`src/tsr_consts.svh`:
```
`ifndef TSR_CONSTS_SVH
`define TSR_CONSTS_SVH

// command codes that select a register
`define TSR_CMD_TEMP 8'h00
`define TSR_CMD_CFG 8'h01

// configuration field positions
`define TSR_CFG_STBY_BIT 7
`define TSR_CFG_RDY_BIT 6

// power-up values
`define TSR_TEMP_RST 8'h00
`define TSR_CFG_RST 8'h00
`define TSR_PTR_RST 8'h00

// saturation limits of the temperature code
`define TSR_TEMP_MAX 8'h7f
`define TSR_TEMP_MIN 8'h80

`endif

```
`src/tsr_pkg.sv`:
```
package tsr_pkg;

  // one request from the serial slave engine; strobes are one-cycle pulses
  typedef struct packed {
    logic cmd_wr;
    logic data_wr;
    logic data_rd;
    logic [7:0] wbyte;
  } tsr_req_s;

  typedef struct packed {
    logic standby_switch;
    logic data_ready;
    logic [5:0] resv;
  } tsr_cfg_s;

endpackage

```
`src/tsr_regs.sv`:
```
// Summary of operation
// - command 00h selects the temperature register
// - command 01h selects configuration for read/write
// - configuration bit 7: standby switch, resets zero
// - configuration bit 6: read-only conversion done flag
// - configuration bits 5..0 always read zero
// - done flag cleared at reset and standby
// - each conversion outside standby loads two's complement temperature
// - data registers update automatically, alternately
// - one count equals one degree Celsius
// - zero is 0 C, negatives two's complement
// - temperature register 8-bit, read-only, resets zero
// - temperature loads together with done flag rising
// - all registers 8 bits, configuration resets zero
// - standby halts converter, freezes data, port runs
// - receive byte reads last selected register
`timescale 1ns/1ps
`default_nettype none
`include "tsr_consts.svh"

module tsr_regs #(
  parameter int CONV_W = 13,
  parameter int CONV_FRAC = 4
) (
  input wire logic i_clk_sys,
  input wire logic i_rst,
  input wire logic i_ce,
  input wire tsr_pkg::tsr_req_s i_req,
  input wire logic i_conv_done,
  input wire logic signed [CONV_W-1:0] i_conv_raw,
  output logic [7:0] o_rd_data,
  output logic o_rd_valid,
  output logic o_standby,
  output logic o_data_ready
);
  import tsr_pkg::*;

  logic [7:0] ptr_ff;
  logic [7:0] nxt_ptr;
  logic stby_ff;
  logic nxt_stby;
  logic rdy_ff;
  logic nxt_rdy;
  logic [7:0] bank_ff [2];
  logic [7:0] nxt_bank [2];
  logic sel_ff;
  logic nxt_sel;
  logic [7:0] rd_data_ff;
  logic [7:0] nxt_rd_data;
  logic rd_valid_ff;
  logic nxt_rd_valid;
  logic [7:0] temp_round;
  logic [7:0] temp_cur;
  logic cfg_wr;
  logic conv_take;

  // read image of whichever register the pointer names
  function automatic logic [7:0] reg_image(input logic [7:0] ptr,
                                           input logic [7:0] temp,
                                           input logic stby,
                                           input logic rdy);
    tsr_cfg_s cfg;
    cfg = '0;
    cfg.standby_switch = stby;
    cfg.data_ready = rdy;
    cfg.resv = 6'h00;
    case (ptr)
      `TSR_CMD_TEMP: reg_image = temp;
      `TSR_CMD_CFG: reg_image = cfg;
      default: reg_image = 8'h00;
    endcase
  endfunction

  tsr_round #(
    .W(CONV_W),
    .FRAC(CONV_FRAC)
  ) u_round (
    .i_raw(i_conv_raw),
    .o_deg(temp_round)
  );

  assign temp_cur = bank_ff[sel_ff];
  assign cfg_wr = i_req.data_wr && (ptr_ff == `TSR_CMD_CFG);
  // a conversion landing while standby is set is dropped, not deferred
  assign conv_take = i_conv_done && !stby_ff;

  always_comb begin
    nxt_ptr = ptr_ff;
    nxt_stby = stby_ff;
    nxt_rdy = rdy_ff;
    nxt_bank = bank_ff;
    nxt_sel = sel_ff;
    nxt_rd_valid = i_req.data_rd;
    nxt_rd_data = rd_data_ff;
    // data strobes use the pointer from before any same-cycle command
    if (i_req.cmd_wr) begin
      nxt_ptr = i_req.wbyte;
    end
    if (cfg_wr) begin
      nxt_stby = i_req.wbyte[`TSR_CFG_STBY_BIT];
    end
    // temperature writes fall through untouched
    if (nxt_stby) begin
      nxt_rdy = 1'b0;
    end else if (conv_take) begin
      nxt_rdy = 1'b1;
      nxt_sel = ~sel_ff;
      nxt_bank[~sel_ff] = temp_round;
    end
    if (i_req.data_rd) begin
      nxt_rd_data = reg_image(ptr_ff, temp_cur, stby_ff, rdy_ff);
    end
  end

  always_ff @(posedge i_clk_sys or posedge i_rst) begin
    if (i_rst) begin
      ptr_ff <= `TSR_PTR_RST;
      stby_ff <= 1'b0;
      rdy_ff <= 1'b0;
      bank_ff[0] <= `TSR_TEMP_RST;
      bank_ff[1] <= `TSR_TEMP_RST;
      sel_ff <= 1'b0;
      rd_data_ff <= 8'h00;
      rd_valid_ff <= 1'b0;
    end else if (i_ce) begin
      ptr_ff <= nxt_ptr;
      stby_ff <= nxt_stby;
      rdy_ff <= nxt_rdy;
      bank_ff <= nxt_bank;
      sel_ff <= nxt_sel;
      rd_data_ff <= nxt_rd_data;
      rd_valid_ff <= nxt_rd_valid;
    end
  end

  assign o_rd_data = rd_data_ff;
  assign o_rd_valid = rd_valid_ff;
  assign o_standby = stby_ff;
  assign o_data_ready = rdy_ff;
endmodule // tsr_regs

`default_nettype wire

```
`src/tsr_round.sv`:
```
`timescale 1ns/1ps
`default_nettype none
`include "tsr_consts.svh"

// converts a fixed-point reading to whole degrees; FRAC must be at least 1
module tsr_round #(
  parameter int W = 13,
  parameter int FRAC = 4
) (
  input wire logic signed [W-1:0] i_raw,
  output logic [7:0] o_deg
);
  localparam logic signed [W:0] HALF = (W+1)'(1) <<< (FRAC - 1);
  localparam logic signed [W:0] MAXV = (W+1)'(127);
  localparam logic signed [W:0] MINV = -(W+1)'(128);

  logic signed [W:0] sum;
  logic signed [W:0] whole;

  // adding one half then flooring sends exact halves toward positive
  always_comb begin
    sum = $signed({i_raw[W-1], i_raw}) + HALF;
    whole = sum >>> FRAC;
    if (whole > MAXV) begin
      o_deg = `TSR_TEMP_MAX;
    end else if (whole < MINV) begin
      o_deg = `TSR_TEMP_MIN;
    end else begin
      o_deg = whole[7:0];
    end
  end
endmodule // tsr_round

`default_nettype wire

```
`config.mk`:
```
export PLATFORM = sky130hd
export DESIGN_NAME = tsr_regs
export DESIGN_NICKNAME = d
export VERILOG_FILES = /design/src/tsr_pkg.sv /design/src/tsr_regs.sv /design/src/tsr_round.sv
export VERILOG_INCLUDE_DIRS = /design/src /design/src/src
export SDC_FILE = /design/constraint.sdc
export NUM_CORES = 1
export LEC_CHECK = 0
export BUFFER_PORTS_ARGS = -buffer_cell sky130_fd_sc_hd__buf_2
export CORE_MARGIN = 1
export CORE_UTILIZATION = 30
export CTS_BUF_LIST = sky130_fd_sc_hd__clkbuf_4 sky130_fd_sc_hd__clkbuf_8
export CTS_CLUSTER_SIZE = 28
export DETAILED_ROUTE_END_ITERATION = 12
export SLEW_MARGIN = 20
export SYNTH_ARGS = -nofsm -noshare
export SYNTH_HDL_FRONTEND = slang
export SYNTH_SLANG_ARGS = --single-unit
```
`constraint.sdc`:
```
create_clock -name i_clk_sys -period 1.8 [get_ports i_clk_sys]
set_input_delay 0.09 -clock i_clk_sys [delete_from_list [all_inputs] [get_ports i_clk_sys]]
set_output_delay 0.09 -clock i_clk_sys [all_outputs]
set_load 0.05 [all_outputs]
```
==> results by group <==
Clock network
  – CTS tree: yes
  – CTS Buf Count: 5
  – Clock latency on the worst-skew pair: roughly 280 ps
  – Deepest clock path buffer count: 2
  – Clk sinks: 36
  – Clock transition at the registers of the reported paths: roughly 70 ps
  – Root Buffer: clkbuf_8
  – H-Tree Depth: 2

Routing
  – Via count: 1483
  – DR iter-0 viols: 45
  – Highest Signal Layer: met4
  – WL met2: roughly 1800 um
  – First-pass iteration count of the detailed router: 4
  – Met1 WL: around 2100 um
  – Antenna Nets Post-Route: 0
  – Via-per-instance ratio: just under 5
  – Met3 Wirelength: between 100 and 150 um
  – DR WL/cell: between 10 and 15 um
  – WL final: 4070 um
  – Residual DRC: 0

Worst hold path
  – Worst hold stages: 2
  – Hold path startpoint: i_req[5]
  – Worst hold-check path type: input pin to flop
  – Min-Delay Endpoint: ptr_ff[5]$_DFFE_PP0P_

Worst setup path
  – Worst Path Max Fanout: 9
  – Crit end category: flop
  – Crit path cell chain: or4_4, nor3_4, a2111o_1, buf_12, mux2_4
  – CP peak stage delay: 550 ps
  – WS Path Type: flop to flop
  – Flop-to-flop setup slack: -80 ps
  – Crit path launch type: flop
  – End of the worst register-to-register path: bank_ff[15]$_DFFE_PP0P_
  – Crit-path leading delay family: simple AND/OR/NAND/NOR gates
  – Data required, critical path: approximately 2000 ps
  – Worst r2r src: ptr_ff[6]$_DFFE_PP0P_
  – Critical path arrival: about 2000 ps
  – Worst path slowest cell: or4_4
  – Crit path buf inv count: 1
  – Reg2reg path depth: 5

Floorplanning
  – Effective utilization at floorplan: 0.318
  – Io pins: 39
  – # rows: 28
  – Die Width: slightly above 80 um
  – Die height: 82.4 um
  – Core ar.: around 6000 um^2
  – DIE AREA: about 6800 um^2

Placement
  – GP Congestion: about 0.85
  – DP HPWL: 3060 um
  – IO buf count: 35
  – Post-Place Worst Slack: -120 ps

STA
  – Final Hold Fails: 0
  – Setup TNS: -635 ps
  – Measured slew at the worst slew-check pin: a little under 800 ps
  – Unrepaired setup endpoints after global routing: yes
  – Fin crit share: 1.05
  – Fmax: approximately 530 MHz
  – Fin Clk Skew: between 5 and 6 ps
  – Final Max Slew Viols: 0
  – Final setup margin: -84.6 ps
  – Hold WS: about 40 ps
  – Min cycle time layout: roughly 1900 ps
  – Rel. slew slack: 0.478
  – Final setup viols: 12

Finish
  – Final net count: 260
  – Commonest non-fill, non-tap cell in the layout: dfrtp_1
  – Fill cell count: 627
  – P&R area growth vs syn: 24.4%
  – Commonest non-fill, non-tap cells in the layout: 36 x dfrtp_1, 35 x buf_2, 18 x nand2_1
  – Share of cells above drive strength 1: 0.379
  – Antenna Cells: 0

Job
  – Max-cap check violation count: 0

Logic synthesis
  – Most used DFF post-synth: dfrtp_1
  – Asr flop ratio synth: 1.00
  – Syn Area/Cell: approximately 11 um^2
  – Post-synthesis instance total: 183
  – Post-synth EDFFs: 0
  – Net Count, Synth: roughly 210
  – Register area share after synthesis: 0.464
  – Seq cells post-synth: 36
  – Netlist cell types: a little over 40
  – Yosys warning total: 0
  – Mapped Area: between 1500 and 2000 um^2

Global route
  – Pin count of the biggest net entering global routing: 37
  – Vias in the first global route: ~1400
  – Tot GR Track Use: 0.136
  – Gr ovfl total: 0
  – First-pass GRT wire length: around 6900 um
  – Initial antenna violation count: 0

Outcome
  – Failing checks: setup timing
  – Outcome: complete, but fails checks

Pwr
  – Peak VDD IR: approximately 0.53 mV
  – Leak: 1.14 nW
  – PD cells: 1090 nW/um^2
  – Tot Pwr: about 2.6 mW
## cell families (layout without fill, tap and decap cells)
kind of cell,count (synthesis),count (layout),share of synthesized area
compound gates,44,44,0.143
buf+inv,16,65,0.0342
mux,30,30,0.179
flops,36,36,0.464
simple gates,52,52,0.155
xor+xnor,4,4,0.0181
fa+ha+maj,1,1,0.00645
## repair_timing
item / 4_1_cts / 5_1_grt
hold buffers: 1 / 0
endpoints found under the hold margin: 36 / 0
buffers inserted: 3 / 0
pin swaps: 6 / 7
endpoints found under the setup margin: 19 / 21
gates resized for setup: 1 / 1
## Yosys cell counts, types with 3 or more instances
cell type,number,share of area
o21ai_0,15,0.039
mux2_4,6,0.046
nand4_1,5,0.016
o21ai_2,6,0.027
mux2_2,14,0.081
nor2_1,7,0.014
nand3_1,4,0.010
a21oi_1,10,0.026
mux2i_1,10,0.052
dfrtp_1,36,0.46
inv_1,9,0.017
nand2_1,18,0.035
clkbuf_1,4,0.0077
nor3_1,3,0.0077
## worst register-to-register path, stage by stage, from the launching register on
cell	delay [ps]
dfrtp_1	380
or4_4	550
nor3_4	200
a2111o_1	200
buf_12	140
mux2_4	290
## sequential cells by signal (all words and copies together), names as in the netlist
signal / cells
o_rd_valid: 1
ptr_ff: 8
sel_ff: 1
o_data_ready: 1
o_standby: 1
o_rd_data: 8
bank_ff: 16
## metal layers
metal,GRT usage,vias up
met5,0,-
met4,0.0509,0
met3,0.0297,4
met2,0.202,34
met1,0.191,686
li1,-,759
## metrics by stage
stage	cells	instance area, um^2	utilization
6_report	307	2410	0.396
5_1_grt	307	2410	0.396
4_1_cts	307	2410	0.396
3_5_place_dp	295	2280	0.374
3_3_place_gp	295	2280	0.374
2_1_floorplan	183	1970	-
## worst max-delay path by stage
stage / slack, ps / startpoint / cells past startpoint / endpoint
final: -80 / ptr_ff[6]$_DFFE_PP0P_ / 5 / bank_ff[15]$_DFFE_PP0P_
after global routing: -170 / ptr_ff[6]$_DFFE_PP0P_ / 5 / bank_ff[11]$_DFFE_PP0P_
after CTS: -120 / ptr_ff[6]$_DFFE_PP0P_ / 5 / bank_ff[12]$_DFFE_PP0P_
after detailed placement: -120 / ptr_ff[6]$_DFFE_PP0P_ / 5 / bank_ff[12]$_DFFE_PP0P_
after global placement: -110 / ptr_ff[6]$_DFFE_PP0P_ / 5 / bank_ff[14]$_DFFE_PP0P_
after floorplan: -40 / ptr_ff[6]$_DFFE_PP0P_ / 5 / bank_ff[11]$_DFFE_PP0P_
## final cells by class
type,count,area [um^2],area share
sequential,36,901,0.373
clock inverter,2,15.0,0.00622
clock buffer,6,82.6,0.0342
inverter,9,33.8,0.0140
multi-input combinational,131,1000,0.414
tap,75,93.8,0.0389
timing repair buffer,48,288,0.119
## where the power goes
group          leakage, nW  internal, mW  switching [mW]  total, mW
clock network       0.0434         0.310           0.298      0.608
logic                0.661         0.471           0.369      0.840
registers            0.440          1.04           0.146       1.18
(Power assumes the default switching activity.)
